===== src/toe_pkg.sv =====
// Package with register map, field layout and rate codes of the offset and enable-indication block.
package toe_pkg;

  // Register port widths, stream and group sizes, and the number of offset words.
  localparam int unsigned ADDR_W = 5;
  localparam int unsigned DATA_W = 16;
  localparam int unsigned NUM_STREAMS = 64;
  localparam int unsigned NUM_GROUPS = 8;
  localparam int unsigned GROUP_SIZE = 8;
  localparam int unsigned NUM_OFS_REGS = 16;

  // Register word addresses.
  localparam logic [4:0] ADDR_OFS_BASE = 5'h00;
  localparam logic [4:0] ADDR_RX_RATE0 = 5'h10;
  localparam logic [4:0] ADDR_RX_RATE1 = 5'h11;
  localparam logic [4:0] ADDR_TX_RATE0 = 5'h12;
  localparam logic [4:0] ADDR_TX_RATE1 = 5'h13;
  localparam logic [4:0] ADDR_STATUS = 5'h14;

  // Reset values of every register.
  localparam logic [15:0] OFS_RESET = 16'h0000;
  localparam logic [15:0] RATE_RESET = 16'h0000;

  // Field layout: each stream or group owns one nibble of a register.
  localparam int unsigned NIBBLE_W = 4;
  localparam int unsigned FIELDS_PER_REG = 4;
  localparam int unsigned RATE_LSB = 0;
  localparam int unsigned RATE_W = 3;
  localparam int unsigned GROUP_OE_BIT = 3;
  localparam int unsigned HALF_SEL_BIT = 0;

  // Group rate codes.
  localparam logic [2:0] RATE_2M = 3'h0;
  localparam logic [2:0] RATE_4M = 3'h1;
  localparam logic [2:0] RATE_8M = 3'h2;
  localparam logic [2:0] RATE_16M = 3'h3;
  localparam logic [2:0] RATE_32M = 3'h4;
  localparam logic [2:0] RATE_IND = 3'h7;

  // Frame position counter in master clock half periods (4096 periods per frame).
  localparam int unsigned HALF_CNT_W = 13;

  // Shift that scales one delay code step into half periods of the master clock.
  function automatic logic [1:0] step_shift(input logic [2:0] rate);
    case (rate)
      RATE_32M: step_shift = 2'd0;
      RATE_16M: step_shift = 2'd1;
      RATE_8M: step_shift = 2'd1;
      RATE_4M: step_shift = 2'd2;
      default: step_shift = 2'd3;
    endcase
  endfunction

  // Log2 of one bit period in half periods of the master clock.
  function automatic logic [2:0] bit_lg(input logic [2:0] rate);
    case (rate)
      RATE_32M: bit_lg = 3'd1;
      RATE_16M: bit_lg = 3'd2;
      RATE_8M: bit_lg = 3'd3;
      RATE_4M: bit_lg = 3'd4;
      default: bit_lg = 3'd5;
    endcase
  endfunction

endpackage


===== src/toe_top.sv =====
// Input frame offset alignment and output enable indication for a 64-stream switch.
// Register map, one 16-bit word per address.
// Words 0x00 to 0x0F hold the receive offset codes, four streams to a word.
// Stream s lives in word s/4, in the nibble that starts at bit 4*(s%4).
// Within a stream nibble, bits 3:1 are the offset count and bit 0 the half-cycle select.
// Words 0x10 and 0x11 hold the receive group rates, four groups to a word.
// Words 0x12 and 0x13 hold the transmit group rates and group drive enables.
// Group g lives in word 0x10+g/4 (receive) or 0x12+g/4 (transmit), in nibble g%4.
// Within a group nibble, bits 2:0 are the rate code and bit 3 the drive enable.
// The drive enable bit of a receive group is stored and read back but has no effect.
// Word 0x14 is read-only and returns the live frame position in half master clocks.
// Writes to any other address are dropped and reads of them return zero.
// Every register resets to zero: no offset, 2.048 Mb/s, and every group floated.
//
// Register port timing.
// A write takes effect at the clock edge that samples the write strobe.
// Read data appear in the cycle after the read strobe and only in that cycle.
// Outside that cycle the read data port rests at zero.
// Strobes may come back to back, and the port never stalls the master.
//
// Rate codes.
// Code 0 is 2.048, 1 is 4.096, 2 is 8.192, 3 is 16.384 and 4 is 32.768 Mb/s.
// Codes 5 and 6 behave as 2.048 Mb/s.
// Code 7 selects enable indication on an odd transmit group and 2.048 Mb/s elsewhere.
//
// Frame position.
// The master bit clock and the frame pulse are sampled as data by the system clock.
// Each level of the master clock must therefore last at least one system cycle.
// A rising master edge that sees the frame pulse low restarts the count at zero.
// Every other master edge, rising or falling, advances the count by one.
// The count is 13 bits wide, enough for a full frame of 4096 master clocks.
// A missing frame pulse is tolerated: the count wraps and sampling goes on.
//
// Receive alignment.
// The delay of a stream is its 4-bit code shifted left by a rate-dependent step.
// The step is 0 at 32 Mb/s, 1 at 16 and 8 Mb/s, 2 at 4 Mb/s and 3 at 2 Mb/s.
// Delay and bit cells are both counted in half master clocks.
// A bit cell is 2, 4, 8, 16 or 32 half clocks long, from 32 down to 2 Mb/s.
// Each cell is sampled at its middle, which keeps the sample away from both cell edges.
// Even codes at 32 Mb/s therefore sample on the rising master edge, odd codes on the falling.
// The sampled bit, a one-cycle strobe and a frame start flag leave one cycle later.
// The frame start flag rides on the strobe of bit cell zero of the delayed frame.
// Changing a code mid-frame can drop or repeat several bit cells of that stream.
//
// Transmit control.
// A stream drives when its group enable and its per-channel request are both set.
// An odd group beside a 32 Mb/s even group is floated unless it indicates.
// An odd group with code 7 carries the drive state of the stream eight below, bit by bit.
// The indication group itself drives whenever its own group enable is set.
// Data and enable of every stream share one register stage.
// Because of that, an indication bit leaves in the same cycle as the enable it reports.
// An even group never reads its odd partner, so its data never depend on it.
// The outputs change one system cycle after the inputs that cause them.
//
// Limitations.
// The block works in system clock time, not at the serial bit rate of the pins.
// Serialisation, switching memories and bit error testing live outside this block.
// A master clock faster than half the system clock loses edges.
// The frame pulse is only looked at on rising master edges, so a short pulse can be missed.
// Rate changes take effect at once and may corrupt the frame in flight.
// The status word is a plain snapshot and may move between two reads.
//
// The address-and-strobe port and the address map were chosen for this implementation.
`timescale 1ns/1ps
`default_nettype none
module toe_top
  import toe_pkg::*;
(
  input wire logic I_CLK_SYS,
  input wire logic I_NRST,
  input wire logic [toe_pkg::ADDR_W-1:0] I_REG_ADDR,
  input wire logic [toe_pkg::DATA_W-1:0] I_REG_WDATA,
  input wire logic I_REG_WR,
  input wire logic I_REG_RD,
  output logic [toe_pkg::DATA_W-1:0] O_REG_RDATA,
  input wire logic I_MASTER_BIT_CLOCK_IN,
  input wire logic I_FRAME_PULSE_IN_N,
  input wire logic [toe_pkg::NUM_STREAMS-1:0] I_RX,
  output logic [toe_pkg::NUM_STREAMS-1:0] O_RX_BIT,
  output logic [toe_pkg::NUM_STREAMS-1:0] O_RX_STROBE,
  output logic [toe_pkg::NUM_STREAMS-1:0] O_RX_FRAME_START,
  input wire logic [toe_pkg::NUM_STREAMS-1:0] I_TX_DATA,
  input wire logic [toe_pkg::NUM_STREAMS-1:0] I_TX_CH_OE,
  output logic [toe_pkg::NUM_STREAMS-1:0] O_TX_DATA,
  output logic [toe_pkg::NUM_STREAMS-1:0] O_TX_OE
);

  ////////////////////////////////////////////////////////////////////////////////
  // Register file.

  logic [DATA_W-1:0] ofs_q [NUM_OFS_REGS];
  logic [DATA_W-1:0] ofs_d [NUM_OFS_REGS];
  logic [DATA_W-1:0] rx_rate_q [2];
  logic [DATA_W-1:0] rx_rate_d [2];
  logic [DATA_W-1:0] tx_rate_q [2];
  logic [DATA_W-1:0] tx_rate_d [2];
  logic [DATA_W-1:0] rdata_q;
  logic [DATA_W-1:0] rdata_d;
  logic [HALF_CNT_W-1:0] half_cnt_q;

  // Writes land in the addressed word; reads answer one cycle later, unmapped as zero.
  always_comb begin
    for (int i = 0; i < NUM_OFS_REGS; i++) begin
      ofs_d[i] = ofs_q[i];
    end
    for (int i = 0; i < 2; i++) begin
      rx_rate_d[i] = rx_rate_q[i];
      tx_rate_d[i] = tx_rate_q[i];
    end
    if (I_REG_WR) begin
      if (I_REG_ADDR < ADDR_RX_RATE0) begin
        ofs_d[I_REG_ADDR[3:0]] = I_REG_WDATA;
      end else if (I_REG_ADDR == ADDR_RX_RATE0) begin
        rx_rate_d[0] = I_REG_WDATA;
      end else if (I_REG_ADDR == ADDR_RX_RATE1) begin
        rx_rate_d[1] = I_REG_WDATA;
      end else if (I_REG_ADDR == ADDR_TX_RATE0) begin
        tx_rate_d[0] = I_REG_WDATA;
      end else if (I_REG_ADDR == ADDR_TX_RATE1) begin
        tx_rate_d[1] = I_REG_WDATA;
      end
    end
    rdata_d = 16'h0000;
    if (I_REG_RD) begin
      if (I_REG_ADDR < ADDR_RX_RATE0) begin
        rdata_d = ofs_q[I_REG_ADDR[3:0]];
      end else if (I_REG_ADDR == ADDR_RX_RATE0) begin
        rdata_d = rx_rate_q[0];
      end else if (I_REG_ADDR == ADDR_RX_RATE1) begin
        rdata_d = rx_rate_q[1];
      end else if (I_REG_ADDR == ADDR_TX_RATE0) begin
        rdata_d = tx_rate_q[0];
      end else if (I_REG_ADDR == ADDR_TX_RATE1) begin
        rdata_d = tx_rate_q[1];
      end else if (I_REG_ADDR == ADDR_STATUS) begin
        rdata_d = DATA_W'(half_cnt_q);
      end
    end
  end

  // Register storage; read data is a one-cycle pulse of the addressed word.
  always_ff @(posedge I_CLK_SYS or negedge I_NRST) begin
    if (!I_NRST) begin
      for (int i = 0; i < NUM_OFS_REGS; i++) begin
        ofs_q[i] <= OFS_RESET;
      end
      for (int i = 0; i < 2; i++) begin
        rx_rate_q[i] <= RATE_RESET;
        tx_rate_q[i] <= RATE_RESET;
      end
      rdata_q <= 16'h0000;
    end else begin
      for (int i = 0; i < NUM_OFS_REGS; i++) begin
        ofs_q[i] <= ofs_d[i];
      end
      for (int i = 0; i < 2; i++) begin
        rx_rate_q[i] <= rx_rate_d[i];
        tx_rate_q[i] <= tx_rate_d[i];
      end
      rdata_q <= rdata_d;
    end
  end

  assign O_REG_RDATA = rdata_q;

  ////////////////////////////////////////////////////////////////////////////////
  // Frame position counter in master clock half periods.

  logic mclk_q;
  logic mclk_d;
  logic mclk_edge;
  logic mclk_rise;
  logic [HALF_CNT_W-1:0] half_cnt_d;

  // The master clock is sampled as data, so it must run at no more than half the system clock.
  always_comb begin
    mclk_d = I_MASTER_BIT_CLOCK_IN;
    mclk_rise = I_MASTER_BIT_CLOCK_IN && !mclk_q;
    mclk_edge = I_MASTER_BIT_CLOCK_IN != mclk_q;
    half_cnt_d = half_cnt_q;
    if (mclk_rise && !I_FRAME_PULSE_IN_N) begin
      half_cnt_d = '0;
    end else if (mclk_edge) begin
      half_cnt_d = half_cnt_q + HALF_CNT_W'(1);
    end
  end

  // Counter and clock history.
  always_ff @(posedge I_CLK_SYS or negedge I_NRST) begin
    if (!I_NRST) begin
      mclk_q <= 1'b0;
      half_cnt_q <= '0;
    end else begin
      mclk_q <= mclk_d;
      half_cnt_q <= half_cnt_d;
    end
  end

  ////////////////////////////////////////////////////////////////////////////////
  // Receive stream alignment, one sampler per stream.

  for (genvar s = 0; s < NUM_STREAMS; s++) begin : g_rx
    localparam int unsigned REG = s / FIELDS_PER_REG;
    localparam int unsigned LSB = (s % FIELDS_PER_REG) * NIBBLE_W;
    localparam int unsigned GRP = s / GROUP_SIZE;
    localparam int unsigned RLSB = (GRP % FIELDS_PER_REG) * NIBBLE_W + RATE_LSB;
    logic [3:0] code;
    logic [2:0] rate;
    // Nibble is offset bits 3:1 and half-cycle select at bit 0.
    assign code = ofs_q[REG][LSB +: NIBBLE_W];
    assign rate = rx_rate_q[GRP / FIELDS_PER_REG][RLSB +: RATE_W];
    toe_rx_align u_align (
      .i_clk(I_CLK_SYS),
      .i_nrst(I_NRST),
      .i_edge(mclk_edge),
      .i_half_cnt(half_cnt_q),
      .i_code(code),
      .i_rate(rate),
      .i_rx(I_RX[s]),
      .o_bit(O_RX_BIT[s]),
      .o_strobe(O_RX_STROBE[s]),
      .o_first(O_RX_FRAME_START[s])
    );
  end

  ////////////////////////////////////////////////////////////////////////////////
  // Transmit drive control and enable indication.

  logic [NUM_STREAMS-1:0] drive;
  logic [NUM_STREAMS-1:0] tx_data_d;
  logic [NUM_STREAMS-1:0] tx_data_q;
  logic [NUM_STREAMS-1:0] tx_oe_d;
  logic [NUM_STREAMS-1:0] tx_oe_q;

  for (genvar s = 0; s < NUM_STREAMS; s++) begin : g_tx
    localparam int unsigned GRP = s / GROUP_SIZE;
    localparam int unsigned FLD = (GRP % FIELDS_PER_REG) * NIBBLE_W;
    localparam int unsigned PGRP = GRP ^ 1;
    localparam int unsigned PFLD = (PGRP % FIELDS_PER_REG) * NIBBLE_W;
    localparam bit ODD = (GRP % 2) == 1;
    logic [2:0] rate;
    logic [2:0] pair_rate;
    logic grp_oe;
    logic ind_mode;
    logic blocked;
    assign rate = tx_rate_q[GRP / FIELDS_PER_REG][FLD + RATE_LSB +: RATE_W];
    assign pair_rate = tx_rate_q[PGRP / FIELDS_PER_REG][PFLD + RATE_LSB +: RATE_W];
    assign grp_oe = tx_rate_q[GRP / FIELDS_PER_REG][FLD + GROUP_OE_BIT];
    // Code 111 on an even group is not honoured, so the group falls back to plain data.
    assign ind_mode = ODD && (rate == RATE_IND);
    // An odd group beside a 32 Mb/s even group is only usable as an indication.
    assign blocked = ODD && !ind_mode && (pair_rate == RATE_32M);
    // Drive state from the group enable and the per-channel enable of the switch core.
    assign drive[s] = grp_oe && I_TX_CH_OE[s] && !blocked;
    if (ODD) begin : g_odd
      // Indication shows the even stream's drive state instead of any switched data.
      assign tx_data_d[s] = ind_mode ? drive[s - GROUP_SIZE] : I_TX_DATA[s];
      // In indication mode the whole stream follows the group enable only.
      assign tx_oe_d[s] = ind_mode ? (grp_oe && !blocked) : drive[s];
    end else begin : g_even
      // Even streams never look at their odd partner, so toggling it leaves them alone.
      assign tx_data_d[s] = I_TX_DATA[s];
      assign tx_oe_d[s] = drive[s];
    end
  end

  // Data and enables share one register stage, so the indication lines up with its stream.
  always_ff @(posedge I_CLK_SYS or negedge I_NRST) begin
    if (!I_NRST) begin
      tx_data_q <= '0;
      tx_oe_q <= '0;
    end else begin
      tx_data_q <= tx_data_d;
      tx_oe_q <= tx_oe_d;
    end
  end

  assign O_TX_DATA = tx_data_q;
  assign O_TX_OE = tx_oe_q;

endmodule
`default_nettype wire


===== src/toe_rx_align.sv =====
// One receive stream sampler with programmable frame offset.
`timescale 1ns/1ps
`default_nettype none
module toe_rx_align
  import toe_pkg::*;
(
  input wire logic i_clk,
  input wire logic i_nrst,
  input wire logic i_edge,
  input wire logic [toe_pkg::HALF_CNT_W-1:0] i_half_cnt,
  input wire logic [3:0] i_code,
  input wire logic [2:0] i_rate,
  input wire logic i_rx,
  output logic o_bit,
  output logic o_strobe,
  output logic o_first
);

  logic [HALF_CNT_W-1:0] delay;
  logic [HALF_CNT_W-1:0] local_pos;
  logic [HALF_CNT_W-1:0] bit_mask;
  logic [HALF_CNT_W-1:0] mid_point;
  logic [HALF_CNT_W-1:0] bit_index;
  logic sample;
  logic bit_d;
  logic strobe_d;
  logic first_d;
  logic bit_q;
  logic strobe_q;
  logic first_q;

  // Delay code is offset bits above the half-cycle select; code zero gives no delay.
  always_comb begin
    delay = HALF_CNT_W'({9'h000, i_code}) << step_shift(i_rate);
    local_pos = i_half_cnt - delay;
    bit_mask = (HALF_CNT_W'(1) << bit_lg(i_rate)) - HALF_CNT_W'(1);
    mid_point = HALF_CNT_W'(1) << (bit_lg(i_rate) - 3'd1);
    bit_index = local_pos >> bit_lg(i_rate);
    // Sample in the middle of each delayed bit cell, so half steps land on the other edge.
    sample = i_edge && ((local_pos & bit_mask) == mid_point);
    bit_d = sample ? i_rx : bit_q;
    strobe_d = sample;
    first_d = sample && (bit_index == '0);
  end

  // Sampled bit holds until the next sample point.
  always_ff @(posedge i_clk or negedge i_nrst) begin
    if (!i_nrst) begin
      bit_q <= 1'b0;
      strobe_q <= 1'b0;
      first_q <= 1'b0;
    end else begin
      bit_q <= bit_d;
      strobe_q <= strobe_d;
      first_q <= first_d;
    end
  end

  assign o_bit = bit_q;
  assign o_strobe = strobe_q;
  assign o_first = first_q;

endmodule
`default_nettype wire


===== config.mk =====
export PLATFORM = sky130hd
export DESIGN_NAME = toe_top
export DESIGN_NICKNAME = d
export VERILOG_FILES = /design/src/toe_pkg.sv /design/src/toe_top.sv /design/src/toe_rx_align.sv
export SDC_FILE = /design/constraint.sdc
export NUM_CORES = 2
export LEC_CHECK = 0
export ABC_AREA = 1
export CORE_ASPECT_RATIO = 0.7
export CORE_MARGIN = 5
export CORE_UTILIZATION = 33
export DETAILED_ROUTE_END_ITERATION = 7
export DONT_BUFFER_PORTS = 1
export GPL_TIMING_DRIVEN = 1
export PLACE_DENSITY = 0.58
export SLEW_MARGIN = 20
export SYNTH_ARGS = -nofsm -noshare
export SYNTH_HDL_FRONTEND = slang
export SYNTH_SLANG_ARGS = --single-unit

===== constraint.sdc =====
create_clock -name I_CLK_SYS -period 11.2 [get_ports I_CLK_SYS]
set_input_delay 0 -clock I_CLK_SYS [delete_from_list [all_inputs] [get_ports I_CLK_SYS]]
set_output_delay 0 -clock I_CLK_SYS [all_outputs]
set_load 0.01 [all_outputs]

After elaboration in Yosys (flattened, before gate mapping). Cells that the tools add are included.

Output and inout bits: 336. Bits of input ports: 219. Logic and storage cells: 1042. Register bits after elaboration: 670.

Reduce and logical (&&, ||, !) cells: 323. Shift-type cells: 144. Bitwise logic cells: 69. Order comparisons: 3. Muxes and demuxes: 95. Equality and inequality tests: 110. Add/subtract/negate cells: 81.

Operators with widths (count): $and 13x13->13 (64); $eq 13x13->1 (64); $logic_not 13->1 (64); $shl 4x2->13 (64); $shr 13x3->13 (64); $sub 13x13->13 (64); $bwmux 256 (1); $logic_and 1x1->1 (235); $shl 1x3->13 const A (16); $mux 16 (9); $sub 13x2->13 const B (8); $pmux 3 s4 (8); $bmux 16 s4 (1); $demux 16 s4 (1); $mux 1 (64); $eq 3x2->1 const B (16); $eq 3x3->1 const B (16); $pmux 2 s3 (8); $mux 13 (3); $eq 5x5->1 const B (5); $eq 3x1->1 const B (8); $sub 3x1->3 const B (8); $reduce_or 2->1 (8); $add 13x1->13 const B (1); 13 further kinds (25).

Longest topological paths before layout.
Depth after elaboration: 9. Depth in mapped cells: 27. Mapped depth without buffers: 26.

Cells and area by module. From an unflattened synthesis, not the netlist that was laid out.

Cells, all modules: 18082. Area, all modules: 101379.7 µm².

By module, submodules not included: toe_rx_align at g_rx[11].u_align ... (times used 43, area each 1288.7 µm², cells an instance 250); toe_top (times used 1, area each 20777.4 µm², cells an instance 2594); toe_rx_align at g_rx[52].u_align ... (times used 17, area each 1209.9 µm², cells an instance 226); toe_rx_align at g_rx[0].u_align ... (times used 3, area each 1146.1 µm², cells an instance 222); toe_rx_align at g_rx[26].u_align (times used 1, area each 1179.9 µm², cells an instance 230).

Worst setup path before layout. OpenSTA, ideal clock, no wires.

Path kind: register to register. Start point: register half_cnt_q[1]. End point: register g_rx[62].u_align.bit_q. Clock period less this slack: 6.139 ns. Required time: 11.084 ns. Arrival time: 6.023 ns. Cell stages (with the launch flop): 14. Setup time: 0.116 ns. Slack: 5.061 ns. Cell sequence: dfrtp_1 > inv_1 > fa_1 > nand3b_1 > nand2_1 > xor2_1 > nand2_1 > xor2_1 > nor2_1 > nand2_1 > nor2_1 > nand2_1 > nand2_1 > nand2_1.

Word-level cells in the longest chain between the ends: 4.

RTL lines: start: declaration (line toe_top.sv:99) `logic [HALF_CNT_W-1:0] half_cnt_q;`; start signal: assignment (line toe_top.sv:195) `half_cnt_q <= half_cnt_d;`; $sub 13x13->13 (line toe_rx_align.sv:35) `local_pos = i_half_cnt - delay;`; $and 13x13->13 (line toe_rx_align.sv:40) `sample = i_edge && ((local_pos & bit_mask) == mid_point);`; $eq 13x13->1 (line toe_rx_align.sv:40); $logic_and 1x1->1 (line toe_rx_align.sv:40); end signal: assignment (line toe_rx_align.sv:53) `bit_q <= bit_d;`; end: declaration (line toe_rx_align.sv:28) `logic bit_q;`.

No other way between the ends. A chain may end at the register's enable or synchronous reset.

Final worst setup path.
Start point: register rx_rate_q, in the netlist g_rx[32].rate[2]. End point: register g_rx[33].u_align.bit_q.

Word-level cells in the longest chain between the ends: 8.

RTL lines: start: declaration (line toe_top.sv:93) `logic [DATA_W-1:0] rx_rate_q [2];`; start signal: indexed assignment (line toe_top.sv:157) `rx_rate_q[i] <= rx_rate_d[i];`; $eq 3x2->1 (line toe_pkg.sv:45, toe_pkg.sv:56); $reduce_or 2->1 (no source line); $pmux 2 s3 (line toe_pkg.sv:45) `case (rate)`; $shl 4x2->13 (line toe_rx_align.sv:34) `delay = HALF_CNT_W'({9'h000, i_code}) << step_shift(i_rate);`; $sub 13x13->13 (line toe_rx_align.sv:35); $and 13x13->13 (line toe_rx_align.sv:40); $eq 13x13->1 * (line toe_rx_align.sv:40); $logic_and 1x1->1 * (line toe_rx_align.sv:40); named net g_rx[33].u_align.sample (line toe_rx_align.sv:24) `logic sample;`; end signal: assignment (line toe_rx_align.sv:53); end: declaration (line toe_rx_align.sv:28).

Mark *: on every way through the listed nets, which the timed path passes. The rest lies on a longest branch.

==> flow_summary.toml <==
[run_status]
status = "complete, but fails checks"
violations = "design-rule violations"

[layout]
nets = 14280
fin_area_mm2 = 0.08908
fillers = 26390
layout_common_cells = "4,581 x nand2_1, 1,565 x nand3_1, 1,374 x nor2_1"
layout_commonest_cell = "nand2_1"
synthToLayoutAreaGrowth_pct = 10.90
utilization_pct = 36.80
regArea_mm2 = 0.01681
multi_input_area_mm2 = 0.05495
drive_above_1_share_pct = 3.041
final_cells = 16820

[sta]
finalCriticalPeriod_ns = 6.555
worst_slew_pin_slew_ns = 1.303
setup_tns_ns = 0
maxSlewViolCount = 0
holdWs_ns = 0.04570
slew_headroom_pct = 13.05
finalClockSkew_ns = 0.07256
period_share_pct = 58.53
finalSetupViolCount = 0
rsz0062_at_grt = "false"
fmax_mhz = 152.6
setup_ws_ns = 4.645
final_hold_viol_count = 0

[clock_tree]
cts_tree = "built"
cts_buffers = 83
root_buffer = "clkbuf_16"
htreeDepth = 3
cts_buffer_depth = 3
clk_pin_slew_worst_paths_ns = 0.07
cts_setup_buffers = 0
insertion_delay_ns = 0.76
clock-sinks = 670

[floorplanning]
dieArea_mm2 = 0.2535
start_util_pct = 33.19
dieWidth_um = 599.7
core_mm2 = 0.2420
num_rows = 151
die_h_um = 422.8
io-pin-count = 555

[power]
p_leak_nw = 46.97
total_power_mw = 29.07
peakVddDrop_v = 0.0001460
p_per_area_mw_per_mm2 = 326.4

[setup_path]
slowest_delay_ns = 1.16
cp-start-kind = "flip-flop"
required_ns = 11.88
crit_type = "reg2reg"
crit_slowest_cell = "clkinv_1"
cp-end-kind = "flip-flop"
worstPathArrival_ns = 7.24
cp_max_fo = 31
crit_path_cell_trace = "inv_1, nand3_1, nand2_1, clkinv_1, o21ai_0, nand2_1, ha_1, nand2_1, inv_1, a21oi_1, nand2_1, o21ai_0, nand2_1, inv_1, a21oi_1, nor2_1, nand2_1, inv_2, nand2_1, dlygate4sd3_1, nand2_1"
crit_path_frequent_cell = "nand2_1"

[run]
max_cap_viol_count = 0

[grt]
grt_max_degree = 167
grt_pass1_vias = 82320
grt_antenna_before_repair = 24
gr-total-overflow = 0
grt_pass1_wl_um = 557700
grt_usage_pct = 29.12

[place]
place_area_mm2 = 0.08197
dp_hpwl_um = 271600
dpl_worst_slack_ns = 4.865
port_buffers = 0
place_congestion = 1.011
place_inst = 16230

[synth]
yosys_register_bits = 670
syn_nets = 14390
synth-seq-area-share_pct = 20.87
yosysUniqueCellTypes = 61
avgSynthCellArea_um2 = 5.891
synth_edf_count = 0
yosysWarnings = 0
async_flop_share_pct = 100.0
synthCells = 13630
syn_area_mm2 = 0.08032
synth_flop_cell = "dfrtp_1"

[hold_path]
hp-class = "in2async"

[detailed_routing]
wl_per_cell_um = 23.10
drt_iter0_markers = 12350
vias = 93670
wirelength_um = 388500
drc = 2
drt_first_pass_iters = 8
m1WireLength_um = 166400
top_layer = "met5"
vias_per_cell = 5.570
routed-wl-met2_um = 149300
dr_wl_met3_um = 58130
antenna_left = 0
==> report_power, final <==
| part | internal, mW | switching (mW) |
|---|---|---|
| clock network | 1.68 | 1.26 |
| registers | 2.83 | 0.793 |
| logic | 7.35 | 15.2 |
==> sequential cells by signal (all words and copies together) (netlist names) <==
register               cells
g_rx.code                256
g_rx.u_align.o_bit        64
mclk_q                     1
half_cnt_q                13
rx_rate_q                  8
g_tx.pair_rate            12
O_TX_DATA                 64
g_rx.u_align.o_first      64
g_rx.u_align.o_strobe     64
g_tx.rate                 12
O_TX_OE                   64
O_REG_RDATA               16
g_rx.rate                 24
g_tx.grp_oe                8
==> layer usage <==
| layer | vias up | GRT usage, % |
|---|---|---|
| met1 | 42860 | 42.03 |
| met3 | 749 | 10.45 |
| li1 | 44130 | - |
| met2 | 5912 | 39.54 |
| met4 | 13 | 9.586 |
| met5 | - | 0.6262 |
==> cell type report <==
type / instances / share of cell area [%]
Multi-Input combinational cell: 10890 / 61.68
Tap cell: 3213 / 4.513
Clock inverter: 36 / 0.6321
Sequential cell: 670 / 18.87
Clock buffer: 114 / 2.610
Timing Repair Buffer: 558 / 6.046
Inverter: 1320 / 5.592
Antenna cell: 19 / 0.05338
==> synthesized netlist by cell type, types with 3 or more instances <==
cell	number	area, um2
nor2_1	1376	5165
inv_2	40	150.1
o22ai_1	131	819.5
nor3_2	3	30.03
nor3_1	112	560.5
and2_1	20	125.1
inv_1	1256	4715
clkbuf_1	378	1419
o21bai_1	18	135.1
o21ai_1	18	90.09
a32oi_1	5	43.79
buf_4	198	1486
o21ai_0	975	4880
mux2i_1	17	170.2
xnor2_1	128	1121
clkinv_1	23	86.33
ha_1	474	5931
a21boi_0	7	52.55
a211oi_1	49	367.9
a22oi_1	89	668.1
nand2_1	4586	17210
dfrtp_1	670	16770
or2_2	13	81.33
nand3b_1	94	705.7
nand2_2	7	43.79
a22o_1	3	26.28
and3_1	6	37.54
nand3_2	5	50.05
xor2_1	273	2391
o211ai_1	56	420.4
nor2_4	5	56.30
o2111ai_1	11	96.34
a31oi_1	13	81.33
o221ai_1	4	35.03
nand4_1	275	1720
nor2_2	15	93.84
a21o_1	11	82.58
a21oi_1	411	2057
a221oi_1	15	131.4
buf_2	93	465.5
o21a_1	8	60.06
buf_1	87	326.6
nand3_1	1570	7858
fa_1	64	1281
==> path summary, 6_finish.rpt <==
kind / startpoint / depth (start not counted) / endpoint / slack [ns]
worst min-delay path: I_NRST / 3 / O_TX_DATA[35] / 0.05
max in group asynchronous: I_NRST / 4 / half_cnt_q[11] / 9.68
worst max-delay path: g_rx[32].rate[2] / 21 / g_rx[33].u_align.o_bit / 4.64
worst max register to register: g_rx[32].rate[2] / 21 / g_rx[33].u_align.o_bit / 4.64
min in group I_CLK_SYS: I_TX_CH_OE[1] / 3 / O_TX_OE[1] / 0.05
worst min register to register: rx_rate_q[19] / 2 / rx_rate_q[19] / 0.49
==> worst max-delay path: cells and delay by family (launching register included) <==
| kind | cells | cell delay [ns] |
|---|---|---|
| buf+inv | 6 | 2.04 |
| compound gates | 4 | 1.15 |
| fa+ha+maj | 1 | 0.36 |
| flops | 1 | 0.42 |
| simple gates | 10 | 2.50 |
==> cell families after synthesis <==
group	after synthesis	share of synthesized area, %
DFF	670	20.87
and+or+nand+nor	8094	42.12
xor gates and xnor gates	403	4.413
buffers and inverters	2078	10.80
adders and majority gates	538	8.979
AOI/OAI and AO/OA	1833	12.61
muxes	17	0.2119
==> repair_timing <==
item | CTS | global route
hold buffers | 412 | 0
hold endpoints to repair | 936 | 0
resized for setup | 0 | 0
Power figures use the tool's default switching activity.
